`src/verilog/sbst_consts.svh`:
```
// Constants of the boundary-scan test port: widths, codes, cell positions and timing
`ifndef SBST_CONSTS_SVH
`define SBST_CONSTS_SVH

// ----------------------------------------------------------------
// Register widths
// ----------------------------------------------------------------
`define SBST_IR_W        3
`define SBST_ID_W        32
`define SBST_BSR_W       109

// ----------------------------------------------------------------
// Instruction codes
// ----------------------------------------------------------------
`define SBST_INS_EXTEST  3'h0
`define SBST_INS_IDCODE  3'h1
`define SBST_INS_SAMPZ   3'h2
`define SBST_INS_SAMPLE  3'h4
`define SBST_INS_BYPASS  3'h7
`define SBST_IR_CAPTURE  3'h1

// ----------------------------------------------------------------
// Field positions and reset values
// ----------------------------------------------------------------
`define SBST_OE_CELL     108
`define SBST_OE_RESET    1'h0
`define SBST_BYP_CAPTURE 1'h0
`define SBST_PULL_LEVEL  1'h1
`define SBST_ID_PRESENT  1'h1

// ----------------------------------------------------------------
// Timing: shortest legal test clock period against the core clock
// ----------------------------------------------------------------
`define SBST_CORE_PERIOD_NS 10
`define SBST_TCK_MIN_NS     50
`define SBST_TCK_MIN_CYC    ((`SBST_TCK_MIN_NS + `SBST_CORE_PERIOD_NS - 1) / `SBST_CORE_PERIOD_NS)

`endif

```
`src/verilog/sbst_pkg.sv`:
```
// Types shared by the boundary-scan test port modules
package sbst_pkg;

    // ----------------------------------------------------------------
    // Controller states
    // ----------------------------------------------------------------
    typedef enum logic [3:0] {
        ST_RESET, ST_IDLE,
        ST_SEL_DR, ST_CAP_DR, ST_SHF_DR, ST_EX1_DR, ST_PAU_DR, ST_EX2_DR, ST_UPD_DR,
        ST_SEL_IR, ST_CAP_IR, ST_SHF_IR, ST_EX1_IR, ST_PAU_IR, ST_EX2_IR, ST_UPD_IR
    } sbst_state_e;

    // Data register placed between serial in and serial out
    typedef enum logic [1:0] {
        SEL_BOUNDARY, SEL_IDENT, SEL_BYPASS
    } sbst_sel_e;

    typedef logic [2:0] sbst_instr_t;

endpackage : sbst_pkg

```
`src/verilog/sbst_if.sv`:
```
// Carrier between the test port core and its state controller
`timescale 1ns/10ps

interface sbst_if;
    logic                  tck_rise;
    logic                  tms;
    sbst_pkg::sbst_state_e state;

    modport core (output tck_rise, output tms, input state);
    modport fsm  (input tck_rise, input tms, output state);
endinterface : sbst_if

```
`src/verilog/sbst_tap.sv`:
```
// Boundary-scan test port of a burst memory: sampling, scan registers and serial output
`timescale 1ns/10ps
`include "sbst_consts.svh"

module sbst_tap #(
    parameter int                            BSR_W    = `SBST_BSR_W,
    parameter logic [2:0]                    ID_REV   = 3'h1,      // Arbitrary value
    parameter logic [16:0]                   ID_DEVICE = 17'h0a5c3, // Arbitrary value
    parameter logic [10:0]                   ID_VENDOR = 11'h2b1    // Arbitrary value
) (
    input  wire logic             core_clk,
    input  wire logic             rst_n,
    input  wire logic             tck,
    input  wire logic             tms,
    input  wire logic             tdi,
    output logic                  tdo,
    output logic                  tdo_oe,
    input  wire logic [BSR_W-1:0] pin_sample,
    output logic [BSR_W-1:0]      preload_out,
    output logic                  test_owns_pins,
    output logic                  q_bus_float
);

    // ----------------------------------------------------------------
    // Declarations
    // ----------------------------------------------------------------
    localparam logic [`SBST_ID_W-1:0] ID_CODE = {ID_REV, ID_DEVICE, ID_VENDOR, `SBST_ID_PRESENT};

    sbst_if tap ();

    logic [2:0]                 tck_sync;
    logic [1:0]                 tms_sync;
    logic [1:0]                 tdi_sync;
    logic [BSR_W-1:0]           pin_meta;
    logic [BSR_W-1:0]           pin_sync;
    logic                       tck_fall;
    logic                       tdi_s;
    sbst_pkg::sbst_instr_t      ir_shift;
    sbst_pkg::sbst_instr_t      ir_active;
    logic                       bypass_bit;
    logic [`SBST_ID_W-1:0]      id_shift;
    logic [BSR_W-1:0]           bsr_shift;
    sbst_pkg::sbst_sel_e        dr_sel;
    logic                       next_tdo;
    logic                       next_owns;
    logic                       next_float;
    logic                       in_reset;
    logic                       in_cap_ir;
    logic                       in_shf_ir;
    logic                       in_cap_dr;
    logic                       in_shf_dr;
    logic                       update_ir;
    logic                       update_dr;
    logic                       oe_cell;

    // ----------------------------------------------------------------
    // Functions
    // ----------------------------------------------------------------
    // Map an instruction onto the data register it connects
    function automatic sbst_pkg::sbst_sel_e sel_of(input sbst_pkg::sbst_instr_t ins);
        sbst_pkg::sbst_sel_e s;
        s = sbst_pkg::SEL_BYPASS;
        unique case (ins)
            `SBST_INS_EXTEST: s = sbst_pkg::SEL_BOUNDARY;
            `SBST_INS_IDCODE: s = sbst_pkg::SEL_IDENT;
            `SBST_INS_SAMPZ:  s = sbst_pkg::SEL_BOUNDARY;
            `SBST_INS_SAMPLE: s = sbst_pkg::SEL_BOUNDARY;
            `SBST_INS_BYPASS: s = sbst_pkg::SEL_BYPASS;
            // Reserved codes are not expected, bypass is the harmless answer
            default:          s = sbst_pkg::SEL_BYPASS;
        endcase
        return s;
    endfunction

    // True in the two states that move data through the chain
    function automatic logic is_shift(input sbst_pkg::sbst_state_e st);
        return (st == sbst_pkg::ST_SHF_DR) || (st == sbst_pkg::ST_SHF_IR);
    endfunction

    // ----------------------------------------------------------------
    // Input synchronisers
    // ----------------------------------------------------------------
    // Test clock gets a third stage for edge finding; first stage is read by the second only
    always_ff @(posedge core_clk or negedge rst_n) begin
        if (!rst_n) begin
            tck_sync <= 3'h0;
        end else begin
            tck_sync <= {tck_sync[1:0], tck};
        end
    end

    // Mode select idles high, as its pull-up would leave it; a stray walk only reaches reset
    always_ff @(posedge core_clk or negedge rst_n) begin
        if (!rst_n) begin
            tms_sync <= {2{`SBST_PULL_LEVEL}};
        end else begin
            tms_sync <= {tms_sync[0], tms};
        end
    end

    // Data in idles high too, so an open pin shifts in ones
    always_ff @(posedge core_clk or negedge rst_n) begin
        if (!rst_n) begin
            tdi_sync <= {2{`SBST_PULL_LEVEL}};
        end else begin
            tdi_sync <= {tdi_sync[0], tdi};
        end
    end

    // Memory pins arrive on a faster clock; a pin moving near capture may read either way
    always_ff @(posedge core_clk or negedge rst_n) begin
        if (!rst_n) begin
            pin_meta <= '0;
            pin_sync <= '0;
        end else begin
            pin_meta <= pin_sample;
            pin_sync <= pin_meta;
        end
    end

    // Edges of the test clock; data and mode select share its delay, so setup is kept
    assign tap.tck_rise = tck_sync[1] & ~tck_sync[2];
    assign tck_fall     = ~tck_sync[1] & tck_sync[2];
    assign tap.tms      = tms_sync[1];
    assign tdi_s        = tdi_sync[1];

    // ----------------------------------------------------------------
    // State controller
    // ----------------------------------------------------------------
    sbst_tap_fsm u_fsm (
        .core_clk (core_clk),
        .rst_n    (rst_n),
        .tap      (tap.fsm)
    );

    // Only one data register is chosen, by the active instruction
    assign dr_sel = sel_of(ir_active);

    // ----------------------------------------------------------------
    // State decodes
    // ----------------------------------------------------------------
    // Levels shared by several registers; the reset level acts at once, the others wait for a test clock edge
    assign in_reset  = (tap.state == sbst_pkg::ST_RESET);
    assign in_cap_ir = (tap.state == sbst_pkg::ST_CAP_IR);
    assign in_shf_ir = (tap.state == sbst_pkg::ST_SHF_IR);
    assign in_cap_dr = (tap.state == sbst_pkg::ST_CAP_DR);
    assign in_shf_dr = (tap.state == sbst_pkg::ST_SHF_DR);

    // ----------------------------------------------------------------
    // Update strobes
    // ----------------------------------------------------------------
    // Updates wait for the fall inside the state, half a period after entering it and one and a half after the last shift
    assign update_ir = tck_fall && (tap.state == sbst_pkg::ST_UPD_IR);
    assign update_dr = tck_fall && (tap.state == sbst_pkg::ST_UPD_DR);

    // ----------------------------------------------------------------
    // Instruction register
    // ----------------------------------------------------------------
    // Shift stage: capture pattern, then data in at the top bit
    always_ff @(posedge core_clk or negedge rst_n) begin
        if (!rst_n) begin
            ir_shift <= `SBST_INS_IDCODE;
        end else if (tap.tck_rise) begin
            if (in_cap_ir) begin
                ir_shift <= `SBST_IR_CAPTURE;
            end else if (in_shf_ir) begin
                ir_shift <= {tdi_s, ir_shift[`SBST_IR_W-1:1]};
            end
        end
    end

    // Active instruction changes in Update-IR on the falling edge, and returns to IDCODE in the reset state
    always_ff @(posedge core_clk or negedge rst_n) begin
        if (!rst_n) begin
            ir_active <= `SBST_INS_IDCODE;
        end else if (in_reset) begin
            ir_active <= `SBST_INS_IDCODE;
        end else if (update_ir) begin
            ir_active <= ir_shift;
        end
    end

    // ----------------------------------------------------------------
    // Bypass and identification registers
    // ----------------------------------------------------------------
    // Single stage, cleared on capture so the chain shows a known zero
    always_ff @(posedge core_clk or negedge rst_n) begin
        if (!rst_n) begin
            bypass_bit <= `SBST_BYP_CAPTURE;
        end else if (tap.tck_rise && dr_sel == sbst_pkg::SEL_BYPASS) begin
            if (in_cap_dr) begin
                bypass_bit <= `SBST_BYP_CAPTURE;
            end else if (in_shf_dr) begin
                bypass_bit <= tdi_s;
            end
        end
    end

    // Hardwired code loaded at capture and walked out LSB first
    always_ff @(posedge core_clk or negedge rst_n) begin
        if (!rst_n) begin
            id_shift <= '0;
        end else if (tap.tck_rise && dr_sel == sbst_pkg::SEL_IDENT) begin
            if (in_cap_dr) begin
                id_shift <= ID_CODE;
            end else if (in_shf_dr) begin
                id_shift <= {tdi_s, id_shift[`SBST_ID_W-1:1]};
            end
        end
    end

    // ----------------------------------------------------------------
    // Boundary register
    // ----------------------------------------------------------------
    // Capture takes a pin snapshot; memory traffic is never touched by it
    always_ff @(posedge core_clk or negedge rst_n) begin
        if (!rst_n) begin
            bsr_shift <= '0;
        end else if (tap.tck_rise && dr_sel == sbst_pkg::SEL_BOUNDARY) begin
            if (in_cap_dr) begin
                bsr_shift <= pin_sync;
            end else if (in_shf_dr) begin
                // Captured bits leave while the preload pattern arrives
                bsr_shift <= {tdi_s, bsr_shift[BSR_W-1:1]};
            end
        end
    end

    // Preload latch, written in Update-DR; only the enable cell has a preset
    always_ff @(posedge core_clk or negedge rst_n) begin
        if (!rst_n) begin
            preload_out <= '0;
        end else if (in_reset) begin
            preload_out[`SBST_OE_CELL] <= `SBST_OE_RESET;
        end else if (update_dr && dr_sel == sbst_pkg::SEL_BOUNDARY) begin
            preload_out <= bsr_shift;
        end
    end

    // ----------------------------------------------------------------
    // Pin control towards the memory
    // ----------------------------------------------------------------
    // Enable cell by name; its reset preset is low, so extest floats the bus at first
    assign oe_cell = preload_out[`SBST_OE_CELL];

    // External test hands the pins to the preload latch
    always_comb begin
        next_owns  = (ir_active == `SBST_INS_EXTEST);
        next_float = 1'b0;
        if (ir_active == `SBST_INS_SAMPZ) begin
            next_float = 1'b1;
        end else if (next_owns) begin
            // Low cell floats the read bus; high lets the drivers run
            next_float = ~oe_cell;
        end
    end

    // Registered so the memory sees clean levels; one core cycle behind the instruction
    always_ff @(posedge core_clk or negedge rst_n) begin
        if (!rst_n) begin
            test_owns_pins <= 1'b0;
        end else begin
            test_owns_pins <= next_owns;
        end
    end

    // Bus float on its own flop; a mode-select reset clears it with the instruction
    always_ff @(posedge core_clk or negedge rst_n) begin
        if (!rst_n) begin
            q_bus_float <= 1'b0;
        end else begin
            q_bus_float <= next_float;
        end
    end

    // ----------------------------------------------------------------
    // Serial output
    // ----------------------------------------------------------------
    // Chain tail chosen by state and instruction
    always_comb begin
        next_tdo = 1'b0;
        if (in_shf_ir) begin
            next_tdo = ir_shift[0];
        end else begin
            unique case (dr_sel)
                sbst_pkg::SEL_BOUNDARY: next_tdo = bsr_shift[0];
                sbst_pkg::SEL_IDENT:    next_tdo = id_shift[0];
                sbst_pkg::SEL_BYPASS:   next_tdo = bypass_bit;
            endcase
        end
    end

    // Output moves on the falling edge so the master samples it half a period later
    always_ff @(posedge core_clk or negedge rst_n) begin
        if (!rst_n) begin
            tdo <= 1'b0;
        end else if (tck_fall) begin
            // Parked low outside the shift states, so no stale chain bit sits on the pin
            tdo <= is_shift(tap.state) ? next_tdo : 1'b0;
        end
    end

    // Enable shares the fall; a mode-select reset drops it at once
    always_ff @(posedge core_clk or negedge rst_n) begin
        if (!rst_n) begin
            tdo_oe <= 1'b0;
        end else if (tck_fall) begin
            tdo_oe <= is_shift(tap.state);
        end else if (in_reset) begin
            tdo_oe <= 1'b0;
        end
    end

endmodule // sbst_tap

```
`src/verilog/sbst_tap_fsm.sv`:
```
// Sixteen-state test access controller stepped on each test clock rise
`timescale 1ns/10ps

module sbst_tap_fsm (
    input wire logic core_clk,
    input wire logic rst_n,
    sbst_if.fsm      tap
);

    sbst_pkg::sbst_state_e next_state;

    // ----------------------------------------------------------------
    // State register
    // ----------------------------------------------------------------
    // Power-up lands in the reset state, so the port starts quiet
    always_ff @(posedge core_clk or negedge rst_n) begin
        if (!rst_n) begin
            tap.state <= sbst_pkg::ST_RESET;
        end else if (tap.tck_rise) begin
            tap.state <= next_state;
        end
    end

    // ----------------------------------------------------------------
    // Transitions
    // ----------------------------------------------------------------
    // Five high mode-select samples reach reset from any state
    always_comb begin
        next_state = tap.state;
        unique case (tap.state)
            sbst_pkg::ST_RESET:  next_state = tap.tms ? sbst_pkg::ST_RESET  : sbst_pkg::ST_IDLE;
            sbst_pkg::ST_IDLE:   next_state = tap.tms ? sbst_pkg::ST_SEL_DR : sbst_pkg::ST_IDLE;
            sbst_pkg::ST_SEL_DR: next_state = tap.tms ? sbst_pkg::ST_SEL_IR : sbst_pkg::ST_CAP_DR;
            sbst_pkg::ST_CAP_DR: next_state = tap.tms ? sbst_pkg::ST_EX1_DR : sbst_pkg::ST_SHF_DR;
            sbst_pkg::ST_SHF_DR: next_state = tap.tms ? sbst_pkg::ST_EX1_DR : sbst_pkg::ST_SHF_DR;
            sbst_pkg::ST_EX1_DR: next_state = tap.tms ? sbst_pkg::ST_UPD_DR : sbst_pkg::ST_PAU_DR;
            sbst_pkg::ST_PAU_DR: next_state = tap.tms ? sbst_pkg::ST_EX2_DR : sbst_pkg::ST_PAU_DR;
            sbst_pkg::ST_EX2_DR: next_state = tap.tms ? sbst_pkg::ST_UPD_DR : sbst_pkg::ST_SHF_DR;
            sbst_pkg::ST_UPD_DR: next_state = tap.tms ? sbst_pkg::ST_SEL_DR : sbst_pkg::ST_IDLE;
            sbst_pkg::ST_SEL_IR: next_state = tap.tms ? sbst_pkg::ST_RESET  : sbst_pkg::ST_CAP_IR;
            sbst_pkg::ST_CAP_IR: next_state = tap.tms ? sbst_pkg::ST_EX1_IR : sbst_pkg::ST_SHF_IR;
            sbst_pkg::ST_SHF_IR: next_state = tap.tms ? sbst_pkg::ST_EX1_IR : sbst_pkg::ST_SHF_IR;
            sbst_pkg::ST_EX1_IR: next_state = tap.tms ? sbst_pkg::ST_UPD_IR : sbst_pkg::ST_PAU_IR;
            sbst_pkg::ST_PAU_IR: next_state = tap.tms ? sbst_pkg::ST_EX2_IR : sbst_pkg::ST_PAU_IR;
            sbst_pkg::ST_EX2_IR: next_state = tap.tms ? sbst_pkg::ST_UPD_IR : sbst_pkg::ST_SHF_IR;
            sbst_pkg::ST_UPD_IR: next_state = tap.tms ? sbst_pkg::ST_SEL_DR : sbst_pkg::ST_IDLE;
        endcase
    end

endmodule // sbst_tap_fsm

```
`config.mk`:
```
export PLATFORM = sky130hd
export DESIGN_NAME = sbst_tap
export DESIGN_NICKNAME = d
export VERILOG_FILES = /design/src/verilog/sbst_pkg.sv /design/src/verilog/sbst_if.sv /design/src/verilog/sbst_tap.sv /design/src/verilog/sbst_tap_fsm.sv
export VERILOG_INCLUDE_DIRS = /design/src /design/src/verilog
export SDC_FILE = /design/constraint.sdc
export NUM_CORES = 1
export LEC_CHECK = 0
export BUFFER_PORTS_ARGS = -buffer_cell sky130_fd_sc_hd__buf_2
export CORE_MARGIN = 3
export CORE_UTILIZATION = 45
export CTS_CLUSTER_DIAMETER = 150
export DETAILED_ROUTE_END_ITERATION = 12
export SYNTH_ARGS = -nofsm -noshare
export SYNTH_HDL_FRONTEND = slang
export SYNTH_SLANG_ARGS = --single-unit
```
`constraint.sdc`:
```
create_clock -name core_clk -period 1.9 [get_ports core_clk]
set_input_delay 0.285 -clock core_clk [delete_from_list [all_inputs] [get_ports core_clk]]
set_output_delay 0.285 -clock core_clk [all_outputs]
set_load 0.05 [all_outputs]
```
* Yosys cells after proc, flatten, opt, wreduce, memory -nomap -nowiden
Index checks and enable logic that the tools add are counted.
Operators by class: shifts and indexed selects 0, add/sub/neg operators 0, reduce and logical (&&, ||, !) cells 24, equal/unequal tests 20, bitwise logic cells 6, div/mod/pow operators 0, multiplexer cells 33, $lt $le $gt $ge 0, multiply operators 0
Operators by type and width (number):
- $mux W109 | 3
- $mux W32 | 2
- $pmux W4 S12 | 1
- $eq A4 B4 Y1 const B | 8
- $mux W3 | 6
- $eq A4 B3 Y1 const B | 4
- $mux W4 | 4
- $mux W1 | 12
- $reduce_and A2 Y1 | 5
- $reduce_bool A2 Y1 | 5
- $eq A4 B2 Y1 const B | 2
- $logic_and A1 B1 Y1 | 6
- $mux W2 | 3
- $reduce_or A3 Y1 | 2
- $eq A4 B1 Y1 const B | 1
- $logic_not A4 Y1 | 1
- $not A1 Y1 | 4
- $pmux W2 S2 | 1
- $reduce_or A2 Y1 | 2
- $eq A3 B1 Y1 const B | 1
- $eq A3 B2 Y1 const B | 1
- $eq A3 B3 Y1 const B | 1
- $logic_not A3 Y1 | 1
- $pmux W1 S3 | 1
- 5 further kinds | 6
Word-level totals: output and inout port bits 113, bits in read-only memories 0, memories kept 0, word-level logic and storage cells 100, RAM bits 0, input port bits 114, latch bits 0, flip-flop bits (word level) 490

* Longest topological paths before layout
word-level depth 7, mapped depth 9, mapped depth without buffers 4

* Hierarchy
From an unflattened synthesis, not the netlist that was laid out.
Unflattened totals: cells, all modules 1194, area total of the unflattened synthesis 17101.4 µm²
By module, submodules not included:
- sbst_tap | cells each 1147, seq. area each 12169.2 µm², area an instance 16701.0 µm², times used 1
- sbst_tap_fsm | cells each 47, seq. area each 100.1 µm², area an instance 400.4 µm², times used 1

* Least setup slack after synthesis
OpenSTA, ideal clock, no wires.
kind register to register, start register ir_active[0], end register bypass_bit, arrival 1.592 ns, required time 1.775 ns, setup time 0.125 ns, cell stages (with the launch flop) 5, clock period less this slack 1.717 ns, path buffers 1, setup slack 0.183 ns, cell sequence dfstp_2 -> clkbuf_1 -> o21ai_0 -> nor4b_1 -> mux2_2
Between the ends: longest elaborated chain between the ends 6, elaborated cells between the ends (all ways) 9, classes of those cells 4 x eq/ne; 1 x mux; 4 x reduce/logical
Ends and longest elaborated chain:
- start, declared | RTL line sbst_tap.sv:39 | sbst_pkg::sbst_instr_t ir_active;
- start signal, assigned | RTL line sbst_tap.sv:175 | ir_active <= `SBST_INS_IDCODE;
- start signal, assigned | RTL line sbst_tap.sv:177 | ir_active <= `SBST_INS_IDCODE;
- start signal, assigned | RTL line sbst_tap.sv:179 | ir_active <= ir_shift;
- $eq A3 B2 Y1, or another cell as far along | RTL line sbst_tap.sv:63 | unique case (ins)
- $reduce_or A3 Y1 (no line)
- $pmux W2 S2 (*) | RTL line sbst_tap.sv:63
- $eq A2 B2 Y1 (*) | RTL line sbst_tap.sv:190 | end else if (tap.tck_rise && dr_sel == sbst_pkg::SEL_BYPASS) begin
- $logic_and A1 B1 Y1 (*) | RTL line sbst_tap.sv:190
- $reduce_and A2 Y1 (no line) (*)
- end signal, assigned | RTL line sbst_tap.sv:189 | bypass_bit <= `SBST_BYP_CAPTURE;
- end signal, assigned | RTL line sbst_tap.sv:192 | bypass_bit <= `SBST_BYP_CAPTURE;
- end signal, assigned | RTL line sbst_tap.sv:194 | bypass_bit <= tdi_s;
- end, declared | RTL line sbst_tap.sv:40 | logic bypass_bit;
Every way passes the cells marked *; elsewhere a longest branch is shown, timed or not. A chain may end at the register's enable or synchronous reset.

* Final worst setup path
start register u_fsm.tap.state[1], end register preload_out[92]
Between the ends: longest elaborated chain between the ends 4, elaborated cells between the ends (all ways) 6, classes of those cells 1 x eq/ne; 1 x bitwise; 4 x reduce/logical
Ends and longest elaborated chain:
- start, declared | RTL line sbst_if.sv:10 | modport fsm (input tck_rise, input tms, output state);
- start signal, assigned | RTL line sbst_tap_fsm.sv:18 | tap.state <= sbst_pkg::ST_RESET;
- start signal, assigned | RTL line sbst_tap_fsm.sv:20 | tap.state <= next_state;
- $eq A4 B4 Y1 | RTL line sbst_tap.sv:154 | assign update_dr = tck_fall && (tap.state == sbst_pkg::ST_UPD_DR);
- $logic_and A1 B1 Y1 | RTL line sbst_tap.sv:154
- $logic_and A1 B1 Y1 | RTL line sbst_tap.sv:235 | end else if (update_dr && dr_sel == sbst_pkg::SEL_BOUNDARY) begin
- $reduce_and A2 Y1 (no line) (*)
- end signal, assigned by index | RTL line sbst_tap.sv:234 | preload_out[`SBST_OE_CELL] <= `SBST_OE_RESET;
- end signal, assigned | RTL line sbst_tap.sv:236 | preload_out <= bsr_shift;
- end, declared | RTL line sbst_tap.sv:19 | output logic [BSR_W-1:0] preload_out,
Marks and branches as above.

==> results by group <==
Drt
  – Final wirelength: 34,300 um
  – Pre-Repair DR Iteration Count: 4
  – Drt wl/cell: 16.4 um
  – DR vias/cell: 4.76
  – Final ANT Viol Nets: 0
  – Vias: 9,948
  – Remaining DRCs: 0
  – DR iter-0 viols: 486

Yosys
  – Warnings from Yosys: 0
  – Syn nets: ~1,300
  – Syn Area/Cell: 14.7 um^2
  – Largest area contributor in the netlist: dfrtp_1
  – Cell count after synthesis: 1,170
  – EDFF count, synth: 0
  – Sequential element share of the synthesized area: between 70% and 80%
  – Synth area leaders: dfrtp_1 71%, mux2i_1 7.1%, mux2_2 6.8%
  – Count of different cell masters after synthesis: 45
  – Ys async rst share: 100%
  – Cell Area, Synth: 0.0172 mm^2
  – Top cell type's share of synthesized area: 70.6%
  – #FFs+latches synth: 490
  – Main flop type after synthesis: dfrtp_1

Global route
  – GR met2 Demand/Resource: 28.7%
  – Total track usage: approximately 18%
  – Vias in the first global route: 10,844
  – Met1 usage: between 20% and 30%
  – Grt ovf: 0
  – Busiest grt layer: met2
  – First-pass GRT wire length: between 50,000 and 60,000 um
  – Largest net degree at the start of global routing: 83
  – Initial antenna violation count: 2
  – Grt met3 use: 3.62%

Timing
  – Final setup TNS: 0 ns
  – # setup viols final: 0
  – Layout Skew: 0.00876 ns
  – Slew HR: 71.6%
  – Fmax: 563 MHz
  – Tcrit/Tclk final: 93.5%
  – Unrepaired setup endpoints after global routing: no
  – Worst hold slack: 0.237 ns
  – Final number of max-transition violations: 0
  – Final min period: 1.78 ns
  – Worst Max-Slew Pin Slew: 0.426 ns
  – Final hold violation count: 0

Critical path
  – CP Capture Type: flip-flop
  – Kind of critical path: flip-flop to flip-flop
  – Critical Path RT: 2.34 ns
  – Most used cell, CP: buf_4
  – Crit path DAT: between 2 and 2.5 ns
  – Worst stage delay on the critical path: a little under 0.4 ns
  – Setup crit start kind: flip-flop
  – Crit-path cells: buf_4, nor2_1, nand4_1, buf_4, buf_4, buf_12, mux2_1
  – Crit path max fanout: 22
  – CP max stage cell: dfrtp_1

Placed design
  – DP HPWL: roughly 22,000 um
  – GPL Wtd Cong: 0.778
  – PortBufs: 226

Die
  – Die area: 0.0405 mm^2
  – Core ar.: 0.0371 mm^2
  – Initial Utilization: 46.2%
  – Die Y: 201 um
  – Die X: just over 200 um
  – IO Pins: around 230
  – Row cnt: 70

Clocking
  – Cts bufs inserted: 49
  – Post_cts resized: 0
  – CTS tree: done
  – CTS H-tree depth: 2
  – Maximum clock path buffer count: 3
  – Sink Count: 490
  – Clk Tree Root Cell: clkbuf_16
  – Skew-Pair Late Insertion Delay: 0.56 ns
  – Clk slew on worst S/H paths: 0.06 ns

Run status
  – Status: finished clean

Layout
  – Area grow syn2layout: 27.4%
  – Most frequent cells in the layout: 484 x dfrtp_1, 225 x buf_2, 124 x nand2_1
  – Leading cell type in the layout, fill and taps excluded: dfrtp_1
  – Layout cells sized above 1: 29.8%
  – Nets: about 1,700

Pwr
  – Maximum VDD drop: 624 uV
  – Leakage: around 11 nW
  – Pwr Density: between 1000 and 1500 mW/mm^2

Flow run
  – Max-cap viol count: 0

Min path
  – HP Class: primary input to async pin
## layer usage
metal  vias to the layer above  share of wire [%]  wire (um)
met1                      4956                 45      15500
li1                       4714                  -          -
met3                        68                4.7       1600
met2                       208                 48      16400
met4                         2                2.6        876
met5                         -              0.038         13
## through the flow
stage / instances / total power [mW] / setup slack, ns / cell area, um^2 / util, %
finish: 2092 / 23.7 / 0.123 / 21900 / 58.9
global route: 2092 / 24.8 / 0.0417 / 21900 / 58.9
CTS: 2091 / 24.0 / 0.129 / 21900 / 58.9
detailed placement: 1889 / 14.3 / 0.0317 / 19100 / 51.6
global placement: 1889 / 14.3 / 0.0500 / 19100 / 51.6
floorplan: 1170 / 13.3 / 0.183 / 17200 / -
## timing repair
action                                  4_1_cts  5_1_grt
hold buffers                                113        0
setup buffers                                 1        0
endpoints found under the hold margin       183        0
endpoints found under the setup margin        2        0
## critical path, delay by kind of cell, from the launching register on
kind	cells	cell delay, ns
buf+inv	4	0.69
flops	1	0.39
mux	1	0.32
simple gates	2	0.23
## cell families after synthesis
group           share of synthesized area (%)
flops                                    71.5
mux                                      15.4
simple gates                             5.00
compound gates                           4.77
buf+inv                                  3.29
## power by group
part | internal, mW | total [mW] | switching, mW
Sequential | 11.0 | 11.3 | 0.247
Combinational | 1.47 | 3.03 | 1.56
Clock | 5.53 | 9.37 | 3.84
Total | 18.0 | 23.7 | 5.64
## state kept, by name (all words and copies together), names as in the netlist, 3 cells and up
| signal | count |
|---|---|
| ir_active | 3 |
| bsr_shift | 109 |
| id_shift | 32 |
| tck_sync | 3 |
| pin_meta | 109 |
| pin_sync | 109 |
| preload_out | 109 |
| u_fsm.tap.state | 4 |
| ir_shift | 3 |
## area by class of cell
cell class                 count  area [um^2]
clock buffer                  75         1460
clock inverter                13          126
fill                        3013        15300
timing repair buffer         395         2970
inverter                      20         75.1
tap                          504          631
multi-input combinational    594         4340
antenna                        1         2.50
sequential                   490        12300
## cells in the mapped netlist (2+ instances only)
| library cell | number |
|---|---|
| a32oi_1 | 2 |
| mux2i_1 | 122 |
| a31oi_1 | 2 |
| buf_6 | 26 |
| nand2_1 | 124 |
| clkbuf_1 | 16 |
| and3_1 | 2 |
| o21ai_1 | 16 |
| dfrtp_1 | 484 |
| o22ai_1 | 2 |
| o21ai_0 | 103 |
| nor2_1 | 32 |
| inv_1 | 20 |
| buf_4 | 7 |
| a211oi_1 | 3 |
| buf_2 | 16 |
| nor3_1 | 3 |
| mux2_1 | 23 |
| mux2_2 | 104 |
| a21oi_1 | 12 |
| a311oi_1 | 2 |
| nand2b_1 | 3 |
| nand3_1 | 3 |
| nand4_1 | 2 |
| dfstp_2 | 6 |
| o211ai_1 | 4 |
| nor2b_1 | 13 |
## worst paths after layout
check	slack (ns)	depth (start not counted)	endpoint	from
worst max register to register	0.12	7	preload_out[92]$_DFFE_PN0P_	u_fsm.tap.state[1]$_DFFE_PN0P_
max in group asynchronous	0.88	3	pin_meta[50]$_DFF_PN0_	rst_n
worst max-delay path	0.12	7	preload_out[92]$_DFFE_PN0P_	u_fsm.tap.state[1]$_DFFE_PN0P_
worst min-delay path	0.24	2	id_shift[16]$_DFFE_PN0P_	rst_n
worst min register to register	0.35	0	pin_sync[25]$_DFF_PN0_	pin_meta[25]$_DFF_PN0_
min in group core_clk	0.35	0	pin_sync[25]$_DFF_PN0_	pin_meta[25]$_DFF_PN0_
(Power assumes the default switching activity.)
